**src/hdl/dual_counter_pkg.sv**
```systemverilog
package dual_counter_pkg;
  // Register offsets in the counter bank
  localparam logic [3:0] ADDR_SHORT_CTRL = 4'h0;
  localparam logic [3:0] ADDR_COMMON_CTRL = 4'h1;
  localparam logic [3:0] ADDR_LONG_CTRL = 4'h2;
  localparam logic [3:0] ADDR_SHORT_RELOAD = 4'h4;
  localparam logic [3:0] ADDR_LONG_RELOAD_LOW = 4'h5;
  localparam logic [3:0] ADDR_LONG_RELOAD_HIGH = 4'h6;
  localparam logic [3:0] ADDR_CAPTURE_LOW = 4'h7;
  localparam logic [3:0] ADDR_CAPTURE_HIGH = 4'h8;
  // Common control field positions
  localparam int MODE_BIT = 7;
  localparam int SELECT_BIT = 6;
  localparam int EDGE_HI = 5;
  localparam int EDGE_LO = 4;
  localparam int SUB_HI = 3;
  localparam int SUB_LO = 2;
  localparam int INIT_SHORT_BIT = 1;
  localparam int INIT_LONG_BIT = 0;
  // Long counter control field positions
  localparam int LONG_ENABLE_BIT = 7;
  localparam int CAPTURE_MODE_BIT = 6;
  localparam int IRQ_ENABLE_BIT = 2;
  // Short counter control field position
  localparam int SHORT_ENABLE_BIT = 7;
  // Reset values
  localparam logic [7:0] CTRL_RESET = 8'h00;
  localparam logic [7:0] RELOAD8_RESET = 8'hff;
  localparam logic [15:0] COUNT_RESET = 16'h0000;
  // Counter constants
  localparam logic [15:0] LONG_FULL = 16'hffff;
  localparam logic [15:0] LONG_ONE = 16'h0001;
  localparam logic [15:0] LONG_ZERO = 16'h0000;
  localparam logic [7:0] SHORT_ONE = 8'h01;
  localparam logic [7:0] SHORT_ZERO = 8'h00;
  localparam logic [7:0] SHORT_FULL = 8'hff;
  // Transmit submodes
  localparam logic [1:0] SUB_NORMAL = 2'h0;
  localparam logic [1:0] SUB_PING_PONG = 2'h1;
  localparam logic [1:0] SUB_FORCE_LOW = 2'h2;
  localparam logic [1:0] SUB_FORCE_HIGH = 2'h3;
  // Glitch filter choices and lengths in clocks
  localparam logic [1:0] FILT_NONE = 2'h0;
  localparam logic [1:0] FILT_FOUR = 2'h1;
  localparam logic [1:0] FILT_EIGHT = 2'h2;
  localparam logic [3:0] FILT_FOUR_CLOCKS = 4'h4;
  localparam logic [3:0] FILT_EIGHT_CLOCKS = 4'h8;
  // Qualifying edge choices
  localparam logic [1:0] EDGE_FALLING = 2'h0;
  localparam logic [1:0] EDGE_RISING = 2'h1;
  // Demodulation sequencing states
  typedef enum logic [1:0] {
    DEMOD_WAIT_FIRST = 2'b01,
    DEMOD_MEASURE = 2'b10
  } demod_state_e;
endpackage : dual_counter_pkg

```
**src/hdl/dual_counter_transmit_demod.sv**
```systemverilog
`timescale 1ns/10ps
// Counter pair: waveform generation in transmit, edge timing in demodulation
module dual_counter_transmit_demod (
  input wire logic clk,
  input wire logic sys_rst,
  input wire logic [3:0] reg_addr,
  input wire logic reg_write,
  input wire logic [7:0] reg_wdata,
  output logic [7:0] reg_rdata,
  input wire logic first_demod_input_pin,
  input wire logic second_demod_input_pin,
  input wire logic port_data_out,
  output logic combined_output_pin,
  output logic short_counter_output,
  output logic long_counter_output,
  output logic long_capture_irq,
  output logic pin_capture_interrupt
);
  ////////////////////////////////////////////////////////////////////////
  // Registers
  logic [7:0] short_ctrl_reg; // Short counter control
  logic [7:0] common_ctrl_reg; // Bits 7:2 of common control; 1:0 unused
  logic [1:0] init_level_reg; // Initial output levels, transmit meaning
  logic rise_flag_reg; // Rising edge detected
  logic fall_flag_reg; // Falling edge detected
  logic [7:0] long_counter_control_reg;
  logic [7:0] short_reload_reg;
  logic [7:0] long_reload_low_reg;
  logic [7:0] long_reload_high_reg;
  logic [7:0] capture_low_byte_reg;
  logic [7:0] capture_high_byte_reg;
  logic [15:0] long_counter_reg;
  logic [7:0] short_counter_reg;
  logic short_out_reg;
  logic long_out_reg;
  logic ping_turn_reg; // High while the long counter holds the turn
  logic filt_dly_reg; // Previous filtered input level
  logic short_run_dly_reg; // Enable history to preload on start
  logic long_run_dly_reg;
  logic long_capture_irq_reg;
  logic pin_irq_reg;
  dual_counter_pkg::demod_state_e demod_state_reg;

  ////////////////////////////////////////////////////////////////////////
  // Decode
  wire logic demod_mode = common_ctrl_reg[dual_counter_pkg::MODE_BIT] != 1'b0;
  wire logic sel_bit = common_ctrl_reg[dual_counter_pkg::SELECT_BIT];
  wire logic [1:0] edge_sel = common_ctrl_reg[dual_counter_pkg::EDGE_HI:dual_counter_pkg::EDGE_LO];
  wire logic [1:0] sub_sel = common_ctrl_reg[dual_counter_pkg::SUB_HI:dual_counter_pkg::SUB_LO];
  wire logic long_en = long_counter_control_reg[dual_counter_pkg::LONG_ENABLE_BIT];
  wire logic short_en = short_ctrl_reg[dual_counter_pkg::SHORT_ENABLE_BIT];
  wire logic wr_common = reg_write && (reg_addr == dual_counter_pkg::ADDR_COMMON_CTRL);
  wire logic [15:0] long_reload = {long_reload_high_reg, long_reload_low_reg};
  wire logic ping_pong = sub_sel == dual_counter_pkg::SUB_PING_PONG;
  wire logic [1:0] filter_sel = demod_mode ? sub_sel : dual_counter_pkg::FILT_NONE;

  ////////////////////////////////////////////////////////////////////////
  // Demodulation input path
  // Input chosen by the select bit in demodulation mode
  wire logic demod_raw = sel_bit ? second_demod_input_pin : first_demod_input_pin;
  wire logic filt_level;

  demod_glitch_filter u_filter (
    .clk(clk),
    .sys_rst(sys_rst),
    .raw_in(demod_raw),
    .filter_sel(filter_sel),
    .filtered_out(filt_level)
  );

  wire logic rise_seen = filt_level && !filt_dly_reg;
  wire logic fall_seen = !filt_level && filt_dly_reg;
  // Polarity that qualifies; reserved code accepts both edges
  wire logic rise_ok = rise_seen && (edge_sel != dual_counter_pkg::EDGE_FALLING);
  wire logic fall_ok = fall_seen && (edge_sel != dual_counter_pkg::EDGE_RISING);
  wire logic qual_edge = demod_mode && long_en && (rise_ok || fall_ok);
  // Later edges capture only while capture mode bit is clear
  wire logic capture = qual_edge && ((demod_state_reg == dual_counter_pkg::DEMOD_WAIT_FIRST) ||
                       !long_counter_control_reg[dual_counter_pkg::CAPTURE_MODE_BIT]);

  ////////////////////////////////////////////////////////////////////////
  // Transmit counting
  wire logic long_run = !demod_mode && long_en && (!ping_pong || ping_turn_reg);
  wire logic short_run = !demod_mode && short_en && (!ping_pong || !ping_turn_reg);
  wire logic long_start = long_run && !long_run_dly_reg;
  wire logic short_start = short_run && !short_run_dly_reg;
  // Timeout only when stepping from one; zero steps to full silently
  wire logic long_timeout = long_run && !long_start && (long_counter_reg == dual_counter_pkg::LONG_ONE);
  wire logic short_timeout = short_run && !short_start && (short_counter_reg == dual_counter_pkg::SHORT_ONE);
  wire logic [15:0] long_dec = (long_counter_reg == dual_counter_pkg::LONG_ZERO) ?
                               dual_counter_pkg::LONG_FULL : long_counter_reg - 16'h0001;
  wire logic [7:0] short_dec = (short_counter_reg == dual_counter_pkg::SHORT_ZERO) ?
                               dual_counter_pkg::SHORT_FULL : short_counter_reg - 8'h01;

  ////////////////////////////////////////////////////////////////////////
  // Outputs
  // Submodes 10 and 11 hold the long output at a fixed level in transmit only;
  // in demodulation the same bits are the filter code and must not touch the pin
  wire logic long_level = demod_mode ? long_out_reg :
                          (sub_sel == dual_counter_pkg::SUB_FORCE_LOW) ? 1'b0 :
                          (sub_sel == dual_counter_pkg::SUB_FORCE_HIGH) ? 1'b1 : long_out_reg;
  assign short_counter_output = short_out_reg;
  assign long_counter_output = long_level;
  // Combined output merges both counters when selected in transmit
  assign combined_output_pin = (!demod_mode && sel_bit) ?
                               (short_out_reg | long_level) : port_data_out;
  assign long_capture_irq = long_capture_irq_reg;
  assign pin_capture_interrupt = pin_irq_reg;

  // Readback of bits 1:0 changes meaning with mode
  wire logic [1:0] low_bits = demod_mode ? {rise_flag_reg, fall_flag_reg} : init_level_reg;
  always_comb begin
    case (reg_addr)
      dual_counter_pkg::ADDR_SHORT_CTRL: reg_rdata = short_ctrl_reg;
      dual_counter_pkg::ADDR_COMMON_CTRL: reg_rdata = {common_ctrl_reg[7:2], low_bits};
      dual_counter_pkg::ADDR_LONG_CTRL: reg_rdata = long_counter_control_reg;
      dual_counter_pkg::ADDR_SHORT_RELOAD: reg_rdata = short_reload_reg;
      dual_counter_pkg::ADDR_LONG_RELOAD_LOW: reg_rdata = long_reload_low_reg;
      dual_counter_pkg::ADDR_LONG_RELOAD_HIGH: reg_rdata = long_reload_high_reg;
      dual_counter_pkg::ADDR_CAPTURE_LOW: reg_rdata = capture_low_byte_reg;
      dual_counter_pkg::ADDR_CAPTURE_HIGH: reg_rdata = capture_high_byte_reg;
      default: reg_rdata = 8'h00;
    endcase
  end

  ////////////////////////////////////////////////////////////////////////
  // Software registers
  // Plain writable registers; capture bytes are read only
  always_ff @(posedge clk) begin
    if (sys_rst) begin
      short_ctrl_reg <= dual_counter_pkg::CTRL_RESET;
      common_ctrl_reg <= dual_counter_pkg::CTRL_RESET;
      init_level_reg <= 2'h0;
      long_counter_control_reg <= dual_counter_pkg::CTRL_RESET;
      short_reload_reg <= dual_counter_pkg::RELOAD8_RESET;
      long_reload_low_reg <= dual_counter_pkg::RELOAD8_RESET;
      long_reload_high_reg <= dual_counter_pkg::RELOAD8_RESET;
    end else if (reg_write) begin
      case (reg_addr)
        dual_counter_pkg::ADDR_SHORT_CTRL: short_ctrl_reg <= reg_wdata;
        dual_counter_pkg::ADDR_COMMON_CTRL: begin
          common_ctrl_reg <= {reg_wdata[7:2], 2'h0};
          // Initial levels are stored only in transmit mode
          if (!demod_mode) begin
            init_level_reg <= reg_wdata[1:0];
          end
        end
        dual_counter_pkg::ADDR_LONG_CTRL: long_counter_control_reg <= reg_wdata;
        dual_counter_pkg::ADDR_SHORT_RELOAD: short_reload_reg <= reg_wdata;
        dual_counter_pkg::ADDR_LONG_RELOAD_LOW: long_reload_low_reg <= reg_wdata;
        dual_counter_pkg::ADDR_LONG_RELOAD_HIGH: long_reload_high_reg <= reg_wdata;
        default: begin
        end
      endcase
    end
  end

  // Edge flags: a capture in the clearing cycle keeps its flag set
  always_ff @(posedge clk) begin
    if (sys_rst) begin
      rise_flag_reg <= 1'b0;
      fall_flag_reg <= 1'b0;
    end else begin
      if (capture && rise_seen) begin
        rise_flag_reg <= 1'b1;
      end else if (wr_common && demod_mode && reg_wdata[dual_counter_pkg::INIT_SHORT_BIT]) begin
        rise_flag_reg <= 1'b0;
      end
      if (capture && fall_seen) begin
        fall_flag_reg <= 1'b1;
      end else if (wr_common && demod_mode && reg_wdata[dual_counter_pkg::INIT_LONG_BIT]) begin
        fall_flag_reg <= 1'b0;
      end
    end
  end

  ////////////////////////////////////////////////////////////////////////
  // Demodulation capture
  // First edge loads the counter; the capture stores the complement
  always_ff @(posedge clk) begin
    if (sys_rst) begin
      demod_state_reg <= dual_counter_pkg::DEMOD_WAIT_FIRST;
      capture_low_byte_reg <= 8'h00;
      capture_high_byte_reg <= 8'h00;
      long_capture_irq_reg <= 1'b0;
      pin_irq_reg <= 1'b0;
      filt_dly_reg <= 1'b0;
    end else begin
      filt_dly_reg <= filt_level;
      long_capture_irq_reg <= capture &&
                              long_counter_control_reg[dual_counter_pkg::IRQ_ENABLE_BIT];
      pin_irq_reg <= capture && sel_bit;
      if (capture) begin
        {capture_high_byte_reg, capture_low_byte_reg} <= ~long_counter_reg;
      end
      case (demod_state_reg)
        dual_counter_pkg::DEMOD_WAIT_FIRST: begin
          if (qual_edge) begin
            demod_state_reg <= dual_counter_pkg::DEMOD_MEASURE;
          end
        end
        dual_counter_pkg::DEMOD_MEASURE: begin
          // Disabling or leaving demodulation rearms the first edge
          if (!demod_mode || !long_en) begin
            demod_state_reg <= dual_counter_pkg::DEMOD_WAIT_FIRST;
          end
        end
        default: demod_state_reg <= dual_counter_pkg::DEMOD_WAIT_FIRST;
      endcase
    end
  end

  ////////////////////////////////////////////////////////////////////////
  // Counters and waveform outputs
  // Counters load on start; outputs sit at the initial level while disabled or in demodulation
  always_ff @(posedge clk) begin
    if (sys_rst) begin
      long_counter_reg <= dual_counter_pkg::COUNT_RESET;
      short_counter_reg <= 8'h00;
      long_out_reg <= 1'b0;
      short_out_reg <= 1'b0;
      ping_turn_reg <= 1'b0;
      long_run_dly_reg <= 1'b0;
      short_run_dly_reg <= 1'b0;
    end else begin
      long_run_dly_reg <= long_run;
      short_run_dly_reg <= short_run;
      // Long counter
      if (demod_mode) begin
        if (capture) begin
          long_counter_reg <= (demod_state_reg == dual_counter_pkg::DEMOD_WAIT_FIRST) ?
                              long_reload : dual_counter_pkg::LONG_FULL;
        end else if (long_en && demod_state_reg == dual_counter_pkg::DEMOD_MEASURE) begin
          long_counter_reg <= long_dec;
        end
      end else if (long_start || long_timeout) begin
        long_counter_reg <= long_reload;
      end else if (long_run) begin
        long_counter_reg <= long_dec;
      end
      if (!long_en || demod_mode) begin
        long_out_reg <= init_level_reg[dual_counter_pkg::INIT_LONG_BIT];
      end else if (long_timeout) begin
        long_out_reg <= !long_out_reg;
      end
      // Short counter
      if (short_start || short_timeout) begin
        short_counter_reg <= short_reload_reg;
      end else if (short_run) begin
        short_counter_reg <= short_dec;
      end
      if (!short_en || demod_mode) begin
        short_out_reg <= init_level_reg[dual_counter_pkg::INIT_SHORT_BIT];
      end else if (short_timeout) begin
        short_out_reg <= !short_out_reg;
      end
      // Ping-pong hands the turn over on each timeout
      if (!ping_pong || demod_mode) begin
        ping_turn_reg <= 1'b0;
      end else if (short_timeout || long_timeout) begin
        ping_turn_reg <= !ping_turn_reg;
      end
    end
  end
endmodule : dual_counter_transmit_demod

```
**src/hdl/demod_glitch_filter.sv**
```systemverilog
`timescale 1ns/10ps
// Accepts a new input level only after it has held for the chosen length
module demod_glitch_filter (
  input wire logic clk,
  input wire logic sys_rst,
  input wire logic raw_in,
  input wire logic [1:0] filter_sel,
  output logic filtered_out
);
  logic [3:0] stable_reg; // Clocks the differing level has held
  logic level_reg; // Accepted level
  wire logic [3:0] need_len; // Required hold length
  wire logic differs;
  wire logic accept;

  // Reserved code behaves as no filter
  assign need_len = (filter_sel == dual_counter_pkg::FILT_FOUR) ?
                    dual_counter_pkg::FILT_FOUR_CLOCKS :
                    dual_counter_pkg::FILT_EIGHT_CLOCKS;
  assign differs = raw_in != level_reg;
  assign accept = differs && ((filter_sel == dual_counter_pkg::FILT_NONE) ||
                  (filter_sel == 2'h3) || (stable_reg + 4'h1 >= need_len));
  assign filtered_out = level_reg;

  // Count consecutive clocks of a changed level, restart on any bounce
  always_ff @(posedge clk) begin
    if (sys_rst) begin
      stable_reg <= 4'h0;
      level_reg <= 1'b0;
    end else if (accept) begin
      stable_reg <= 4'h0;
      level_reg <= raw_in;
    end else if (differs) begin
      stable_reg <= stable_reg + 4'h1;
    end else begin
      stable_reg <= 4'h0;
    end
  end
endmodule : demod_glitch_filter

```
**config.mk**
```make
export PLATFORM = sky130hd
export DESIGN_NAME = dual_counter_transmit_demod
export DESIGN_NICKNAME = d
export VERILOG_FILES = /design/src/hdl/dual_counter_pkg.sv /design/src/hdl/dual_counter_transmit_demod.sv /design/src/hdl/demod_glitch_filter.sv
export SDC_FILE = /design/constraint.sdc
export NUM_CORES = 1
export LEC_CHECK = 0
export ABC_AREA = 1
export BUFFER_PORTS_ARGS = -buffer_cell sky130_fd_sc_hd__buf_2
export CELL_PAD_IN_SITES_DETAIL_PLACEMENT = 0
export CELL_PAD_IN_SITES_GLOBAL_PLACEMENT = 1
export CORE_ASPECT_RATIO = 2
export CORE_UTILIZATION = 40
export DETAILED_ROUTE_END_ITERATION = 8
export PLACE_DENSITY_LB_ADDON = 0.1
export REMOVE_ABC_BUFFERS = 1
export SLEW_MARGIN = 20
export SYNTH_ARGS = -nofsm -noshare
export SYNTH_HDL_FRONTEND = slang
export SYNTH_SLANG_ARGS = --single-unit
export TNS_END_PERCENT = 5
```
**constraint.sdc**
```tcl
create_clock -name clk -period 1.9 [get_ports clk]
set_input_delay 0 -clock clk [delete_from_list [all_inputs] [get_ports clk]]
set_output_delay 0 -clock clk [all_outputs]
set_load 0.01 [all_outputs]
```
==> run_results.csv, run 1 <==
group,metric,value,unit
synth,synth_top_area_frac,0.3611,
cells_and_area,final_cell_mix,"nand2_1 (170), dfxtp_1 (103), inv_1 (100)",
cells_and_area,drive_gt1_frac,0.1586,
placed_design,globalplace.congestion,0.9173,
grt,grt_use_total,0.2737,
power,power.internal,3678,µW
sta,drv_slew,0,
grt,antenna_found_initial,0,
cts,cts_buffers,9,
synth,async_flop_share,0,
synth,synth_seq_cells,105,
cts,cts_tree,"done",
drt,viasPerCell,5.310,
sta,hold_viol_final,1,
power,power.density,743.6,nW/µm²
drt,dr.pass1.iters,5,
cells_and_area,area_growth,18.35,%
floorplan,die_y,172.6,µm
power,p_seq_frac,0.443,
placed_design,place_hpwl,15.16,mm
grt,grt_pass1_vias,5854,
power,p_switching,1446,µW
grt,grt_max_degree,64,
synth,synth_cells,870,
drt,drc,0,
setup_path,worstSetupPathType,"reg -> reg",
cells_and_area,num_antenna_cells,0,
power,ir_worst_vdd,539.1,µV
synth,seq_area_frac_synth,0.3611,
cts,clockBufferDepth,2,
synth,synth_warnings,0,
synth,synth_cell_types,40,
run,maxCapViolCount,0,
cts,cts.clk_slew.worst_paths,80,ps
synth,synthesis.area,5822,µm²
synth,synth-main-ff-cell,"dfxtp_1",
floorplan,io_pins,31,
power,total_power,5124,µW
synth,synth_largest_area_cell,"dfxtp_1",
setup_path,reg2reg_depth,8,
placed_design,port_buffers,30,
power,p_clk_frac,0.403,
setup_path,crit_arrival,2150,ps
grt,grt_pass1_wl,30.93,mm
drt,postRouteAntennaNets,0,
cells_and_area,nets,956,
floorplan,die_x,87.31,µm
sta,fin_crit_sh,0.9802,
drt,drt_iter0_drc,245,
drt,wl,19.90,mm
power,power_frac_comb,0.155,
setup_path,critPathRequiredTime,2190,ps
sta,post-route-min-period,1862,ps
grt,gr-total-overflow,0,
sta,rsz0062_at_grt,"true",
setup_path,crit_fanout,9,
sta,max_slew_margin,0.3074,
grt,grt_busiest_layer,"met2",
drt,routedWlPerCell,17.69,µm
sta,setup_tns,0,ps
setup_path,cp-start-kind,"flip-flop",
setup_path,critPathCaptureType,"flip-flop",
cts,cts_max_level,3,
cells_and_area,layout_commonest_cell,"nand2_1",
cts,numClockSinks,105,
grt,grtUsageMet2,0.5319,
sta,finalSetupViolations,0,
synth,synthTopCellsByArea,"dfxtp_1 (36%), nand2_1 (11%), o21ai_0 (8.1%)",
grt,use_met3,0.03580,
min_path,holdPathStages,3,
drt,num_vias,5974,
sta,holdWs,-1.059,ps
cts,clock-root-buffer,"clkbuf_16",
cells_and_area,largest_reg_flops,16,
floorplan,die-area,15070,µm²
min_path,hp-class,"in -> reg",
sta,tightest_slew,1031,ps
floorplan,start_util,0.4079,
outcome,status,"finished, violations left",
power,power.leakage,0.003228,µW
grt,grtUsageMet1,0.2649,
outcome,violations,"negative hold slack",
setup_path,rrSetupSlack,40,ps
floorplan,core_area,14270,µm²
sta,max_freq,536.9,MHz
floorplan,std_cell_rows,62,
sta,fin_worst_skew,11.56,ps
power,p_sw_frac,0.2822,
synth,syn_avg_cell_area,6.692,µm²
cts,clock_latency,360,ps
synth,synth_edf_count,0,
-- metal layers --
metal / vias up / part of all wire
met4: 0 / 0.051
met2: 119 / 0.56
li1: 3000 / -
met1: 2801 / 0.37
met5: - / 0
met3: 54 / 0.025
-- metrics by stage --
step	cells	instance area [µm²]	util	setup WS, ps
3_3_place_gp	1101	6411	0.4492	-90.09
5_1_grt	1125	6890	0.4827	-33.58
3_5_place_dp	1101	6411	0.4492	-150.7
6_report	1125	6890	0.4827	37.62
4_1_cts	1120	6787	0.4755	-10.72
2_1_floorplan	833	5625	-	-409.2
-- synth_stat cells (7+ instances only) --
cell type	instances
a21oi_1	81
a221oi_1	15
buf_2	13
clkbuf_1	17
dfxtp_1	105
ha_1	10
inv_1	101
nand2_1	173
nand3_1	60
nand4_1	14
nor2_1	96
nor3_1	8
o211ai_1	7
o21ai_0	94
o22ai_1	14
-- final cells by class --
| class | instances | area, µm² |
|---|---|---|
| fill | 1559 | 7383 |
| multi-input combinational | 619 | 3196 |
| sequential | 105 | 2105 |
| timing repair buffer | 84 | 616.8 |
| inverter | 109 | 409.1 |
| tap | 192 | 240.2 |
| clock buffer | 9 | 225.2 |
| clock inverter | 7 | 98.84 |
-- worst max-delay path, stage by stage, from the launching register on --
cell and delay (ps):
dfxtp_2 430, nand2_1 90, ha_1 210, ha_1 290, nand2_1 80, nand2_1 80
a211oi_4 320, nand3_2 150, nor2_1 140
-- kinds of logic (layout without fill, tap and decap cells) --
family	after synthesis	count (layout)	synth area share
simple gates	379	379	0.2919
compound gates	223	223	0.2110
buf+inv	146	209	0.1040
flops	105	105	0.3611
fa+ha+maj	10	10	0.02149
xor+xnor	7	7	0.01053
-- power groups by stage --
stage                     Combinational, µW  Sequential [µW]  Clock, µW
final                                   792             2270       2060
after global placement                  755             2320          0
after floorplan                         461             2310          0
after global routing                    873             2270       2190
after detailed placement                766             2320          0
after CTS                               780             2270       2090
-- path summary, 6_finish.rpt --
check / endpoint / start
min reg2reg: u_filter.stable_reg[0] / u_filter.stable_reg[0]
max reg2reg: u_filter.stable_reg[2] / common_ctrl_reg[7]
min: long_reload_low_reg[0] / reg_wdata[0]
max: u_filter.stable_reg[2] / common_ctrl_reg[7]
-- timing repair --
item,in CTS,in global routing
hold buffers,3,0
hold endpoints to repair,11,0
pin swaps,0,2
setup endpoints to repair,9,22
buffers inserted,0,5
gates resized for setup,6,18
Power figures use the tool's default switching activity.
==> run 2, diff against run 1 <==
--- a/config.mk
+++ b/config.mk
@@ -12,6 +12,7 @@
 export CORE_ASPECT_RATIO = 2
 export CORE_UTILIZATION = 40
 export DETAILED_ROUTE_END_ITERATION = 8
+export GPL_TIMING_DRIVEN = 0
 export PLACE_DENSITY_LB_ADDON = 0.1
 export REMOVE_ABC_BUFFERS = 1
 export SLEW_MARGIN = 20
==> constraint.sdc (replaced) <==
create_clock -name clk -period 1.9 [get_ports clk]
set_input_delay 0 -clock clk [delete_from_list [all_inputs] [get_ports clk]]
set_output_delay 0 -clock clk [all_outputs]
set_load 0.1 [all_outputs]
==> run 2 against run 1 <==
Setup slack improved by 19 ps. Worst hold slack better by 1.4 ps. The flow now finishes without violations. Sequential share of layout area grew 0.56 points. Critical path depth unchanged. Via count is 3.0% higher. Highest routed layer unchanged. Count of clock-buffer cells in the layout unchanged. Register-to-register slack better by 20 ps. Final cell count is 2.1% lower. Clock power shrank 12%. Wire length up 9.6%.
==> run_results.csv, run 2 (same netlist as run 1, synthesis figures left out) <==
group,metric,value,unit
floorplan,die-area,15070,µm²
drt,routedWlPerCell,19.80,µm
floorplan,std_cell_rows,62,
cts,clock-root-buffer,"clkbuf_16",
cts,numClockSinks,105,
placed_design,place_hpwl,14.20,mm
sta,holdWs,0.3865,ps
sta,fin_worst_skew,9.996,ps
grt,grt_pass1_wl,32.33,mm
cells_and_area,fillers,1530,
run,maxCapViolCount,0,
setup_path,critPathSlowestCell,"dfxtp_4",
drt,postRouteAntennaNets,0,
power,power.leakage,0.003080,µW
grt,gr-total-overflow,0,
floorplan,start_util,0.4079,
placed_design,place_area,6056,µm²
grt,grt_pass1_vias,5847,
sta,drv_slew,0,
cells_and_area,drive_gt1_frac,0.1463,
placed_design,port_buffers,30,
sta,post-route-min-period,1844,ps
setup_path,critPathBufInv,3,
drt,drc,0,
drt,wl,21.80,mm
grt,grt_use_total,0.2897,
floorplan,die_y,172.6,µm
placed_design,globalplace.congestion,0.8717,
setup_path,crit_fanout,12,
outcome,status,"finished, final reports clean",
cts,cts_buffers,9,
min_path,hp-class,"in -> reg",
floorplan,io_pins,31,
setup_path,cpPeakStageDelay,480,ps
setup_path,critPathRequiredTime,2140,ps
cells_and_area,final_cell_mix,"nand2_1 (170), dfxtp_1 (99), inv_1 (96)",
cts,clockBufferDepth,2,
cts,cts_tree,"done",
setup_path,crit_arrival,2080,ps
cells_and_area,area_growth,16.63,%
cells_and_area,design_area,6790,µm²
setup_path,rrSetupSlack,60,ps
drt,num_vias,6155,
drt,dr.pass1.iters,5,
sta,finalSetupViolations,0,
cells_and_area,largest_reg_flops,16,
grt,grt_max_degree,40,
cts,cts_max_level,3,
setup_path,rr_startpoint,"common_ctrl_reg[7]",
cells_and_area,multi_input_area,3303,µm²
floorplan,die_x,87.31,µm
setup_path,reg2reg_to,"long_counter_reg[2]",
setup_path,critPathCaptureType,"flip-flop",
sta,max_slew_margin,0.3137,
power,power.density,732.5,nW/µm²
drt,drt_iter0_drc,299,
sta,max_freq,542.4,MHz
floorplan,core_area,14270,µm²
min_path,min_from,"reg_wdata[1]",
setup_path,path_delay_family,"simple AND/OR/NAND/NOR gates",
sta,tightest_slew,1026,ps
setup_path,cp-start-kind,"flip-flop",
cells_and_area,fin_util,0.4757,
sta,setup_tns,0,ps
setup_path,worstSetupPathType,"reg -> reg",
cells_and_area,ff_latch_area,2112,µm²
sta,rsz0062_at_grt,"true",
power,ir_worst_vdd,452.5,µV
cells_and_area,num_antenna_cells,0,
cells_and_area,layout_commonest_cell,"nand2_1",
setup_path,reg2reg_depth,8,
cts,cts.clk_slew.worst_paths,80,ps
cells_and_area,nets,933,
grt,antenna_found_initial,0,
setup_path,path_cells,"nand2_1, clkinv_2, nand3_4, buf_4, nand2_8, clkinvlp_4, nor2_1, a21oi_2",
sta,hold_viol_final,0,
power,total_power,4974,µW
drt,viasPerCell,5.590,
min_path,holdPathStages,3,
sta,fin_crit_sh,0.9703,
min_path,hold_path_end,"long_reload_high_reg[1]",
cts,clock_latency,350,ps
## run 2: layer usage
layer	GRT usage	up-vias	part of all wire
met5	0	-	0
met4	0.1954	0	0.079
li1	-	2962	-
met3	0.03628	89	0.042
met1	0.2830	2875	0.33
met2	0.5417	229	0.55
## run 2: worst min-delay path, delay by kind of cell
family,cells,cell delay (ps)
buffers and inverters,1,170
AO/OA/AOI/OAI,2,140
## run 2: power breakdown
group | total (µW) | switching, µW | leakage, µW | internal, µW
clock network | 1810 | 907 | 0.000130 | 902
registers | 2280 | 39.9 | 0.000853 | 2240
logic | 887 | 642 | 0.00210 | 245
total | 4970 | 1590 | 0.00308 | 3380
## run 2: area by class of cell
cell class,count,share of cell area
clock buffers,9,0.03317
clock inverters,6,0.007739
inverters,109,0.06302
multi-input cells,623,0.4865
flip-flops and latches,105,0.3110
well taps,192,0.03538
repair buffers,52,0.05804
repair inverters,5,0.005159
## run 2: worst max path at each step
stage                                  start                    to  slack [ps]  depth (start not counted)
final                     common_ctrl_reg[7]   long_counter_reg[2]          60                          8
after global routing      demod_state_reg[1]   long_counter_reg[4]         -50                         10
after CTS                 common_ctrl_reg[4]  long_counter_reg[11]           6                         12
after detailed placement  common_ctrl_reg[7]   long_counter_reg[2]       -1490                          8
after global placement    common_ctrl_reg[7]   long_counter_reg[0]       -2010                          8
after floorplan           common_ctrl_reg[7]   combined_output_pin        -930                          4
## run 2: metrics by stage
step,setup WS (ps),cells
CTS,6.444,1095
floorplan,-931.3,833
finish,56.43,1101
detailed placement,-1486,1056
global placement,-2007,1055
global route,-51.89,1101
## run 2: repair_timing
item	in CTS	in global routing
pin swaps	3	4
setup endpoints to repair	59	40
hold buffers	5	0
endpoints found under the hold margin	17	0
resized for setup	24	25
buffers inserted	12	4
gates cloned	7	2
==> run 3, diff against run 2 <==
--- a/config.mk
+++ b/config.mk
@@ -13,6 +13,7 @@
 export CORE_UTILIZATION = 40
 export DETAILED_ROUTE_END_ITERATION = 8
 export GPL_TIMING_DRIVEN = 0
+export MAX_ROUTING_LAYER = met4
 export PLACE_DENSITY_LB_ADDON = 0.1
 export REMOVE_ABC_BUFFERS = 1
 export SLEW_MARGIN = 20
==> run 3 against run 2 <==
Clock skew about the same. Global-route usage up 0.84 points. Clock power about the same. Via count about the same. Count of clock-buffer cells in the layout unchanged. Wire length up 0.18%. Largest power group unchanged. Register-to-register slack worse by 20 ps. Sequential power about the same. Flip-flop and latch count unchanged. Power about the same.
==> run_results.csv, run 3 (same netlist as run 1, synthesis figures left out) <==
group,metric,value,unit
cts,cts_buffers,9,
setup_path,crit_fanout,12,
sta,fin_ws,40.81,ps
placed_design,place_hpwl,14.20,mm
placed_design,globalplace.congestion,0.8860,
drt,drt_iter0_drc,299,
sta,tightest_slew,1039,ps
drt,viasPerCell,5.592,
cells_and_area,finalNonFillerCells,1101,
sta,rsz0062_at_grt,"true",
cells_and_area,layout_commonest_cell,"nand2_1",
cells_and_area,area_growth,16.63,%
drt,postRouteAntennaNets,0,
drt,wl,21.84,mm
power,p_switching,1586,µW
cts,cts.clk_slew.worst_paths,80,ps
cts,clock_latency,350,ps
floorplan,core_area,14270,µm²
sta,finalSetupViolations,0,
cts,cts_tree,"done",
run,maxCapViolCount,0,
grt,grt_max_degree,40,
sta,max_freq,537.9,MHz
floorplan,io_pins,31,
drt,drc,0,
floorplan,die_y,172.6,µm
placed_design,port_buffers,30,
outcome,status,"finished, final reports clean",
sta,drv_slew,0,
floorplan,std_cell_rows,62,
power,power.leakage,0.003080,µW
setup_path,path_common_cell,"nor2_1",
sta,max_slew_margin,0.3047,
power,power.internal,3384,µW
setup_path,critPathSlowestCell,"dfxtp_4",
setup_path,rrSetupSlack,40,ps
sta,hold_viol_final,0,
setup_path,crit_arrival,2100,ps
grt,antenna_found_initial,0,
min_path,hp-class,"in -> reg",
power,ir_worst_vdd,450.4,µV
cells_and_area,num_antenna_cells,0,
floorplan,die-area,15070,µm²
drt,num_vias,6157,
setup_path,worstSetupPathType,"reg -> reg",
floorplan,die_x,87.31,µm
cts,clockBufferDepth,2,
placed_design,dp.cells,1056,
cts,cts_max_level,3,
cells_and_area,final_cell_mix,"nand2_1 (170), dfxtp_1 (99), inv_1 (96)",
grt,grt_pass1_wl,32.37,mm
drt,routedWlPerCell,19.84,µm
power,power_frac_comb,0.179,
setup_path,cp-start-kind,"flip-flop",
cells_and_area,largest_reg_flops,16,
sta,fin_crit_sh,0.9785,
power,power.density,732.0,nW/µm²
sta,fin_worst_skew,10.19,ps
grt,grt_use_total,0.2981,
grt,grt_pass1_vias,5839,
cells_and_area,nets,933,
power,p_clk_frac,0.363,
cts,clock-root-buffer,"clkbuf_16",
setup_path,critPathRequiredTime,2140,ps
cts,numClockSinks,105,
drt,dr.pass1.iters,5,
power,p_seq_frac,0.458,
floorplan,start_util,0.4079,
power,p_sw_frac,0.3191,
placed_design,pre_cts_ws,-1486,ps
setup_path,cpPeakStageDelay,420,ps
setup_path,critPathCaptureType,"flip-flop",
power,total_power,4971,µW
sta,post-route-min-period,1859,ps
setup_path,path_cells,"nand2_1, clkinv_2, nand3_4, buf_4, clkinvlp_4, nor2_1, nor2_1, nor2_1, a21oi_2",
cells_and_area,drive_gt1_frac,0.1463,
grt,gr-total-overflow,0,
-- run 3: per-stage QoR --
step	hold WS (ps)	setup TNS (ps)	utilization	cell area (µm²)
finish	5.821	0	0.4757	6790
global route	20.58	-184.4	0.4757	6790
CTS	4.376	0	0.4655	6644
detailed placement	319.9	-52020	0.4243	6056
global placement	318.0	-112030	0.4215	6016
floorplan	69.07	-10100	-	5625
-- run 3: path summary, 6_finish.rpt --
check                         startpoint                      end  cells past startpoint
setup / recovery      common_ctrl_reg[7]      long_counter_reg[2]                      9
hold / removal              reg_wdata[1]  long_reload_high_reg[1]                      3
setup reg to reg      common_ctrl_reg[7]      long_counter_reg[2]                      9
hold reg to reg   u_filter.stable_reg[0]   u_filter.stable_reg[0]                      1
-- run 3: critical path: cells and delay by family (launching register included) --
| kind | cells | cell delay, ps |
|---|---|---|
| and+or+nand+nor | 5 | 710 |
| AOI/OAI and AO/OA | 1 | 70 |
| DFF | 1 | 420 |
| buffers and inverters | 3 | 540 |
-- run 3: area by class of cell --
type	instances	area, µm²
fill	1530	7483
multi-input combinational	623	3303
sequential	105	2112
inverter	109	427.9
timing repair buffer	52	394.1
tap	192	240.2
clock buffer	9	225.2
clock inverter	6	52.55
timing repair inverter	5	35.03
-- run 3: metal layers --
layer / track usage / vias to the layer above / part of all wire
li1: - / 2960 / -
met1: 0.2833 / 2885 / 0.34
met2: 0.5420 / 219 / 0.55
met3: 0.03628 / 93 / 0.038
met4: 0.1947 / 0 / 0.077
met5: - / - / 0
-- run 3: repair_timing --
action,4_1_cts,5_1_grt
endpoints found under the setup margin,59,40
hold buffers,5,0
cloned,7,2
setup buffers,12,4
hold endpoints to repair,17,0
pin swaps,3,4
resized for setup,24,25
-- run 3: power groups by stage --
stage / Clock (µW) / Sequential [µW] / Combinational (µW)
finish: 1810 / 2280 / 888
global route: 1950 / 2280 / 958
CTS: 1840 / 2270 / 838
detailed placement: 0 / 2330 / 803
global placement: 0 / 2330 / 787
floorplan: 0 / 2320 / 566
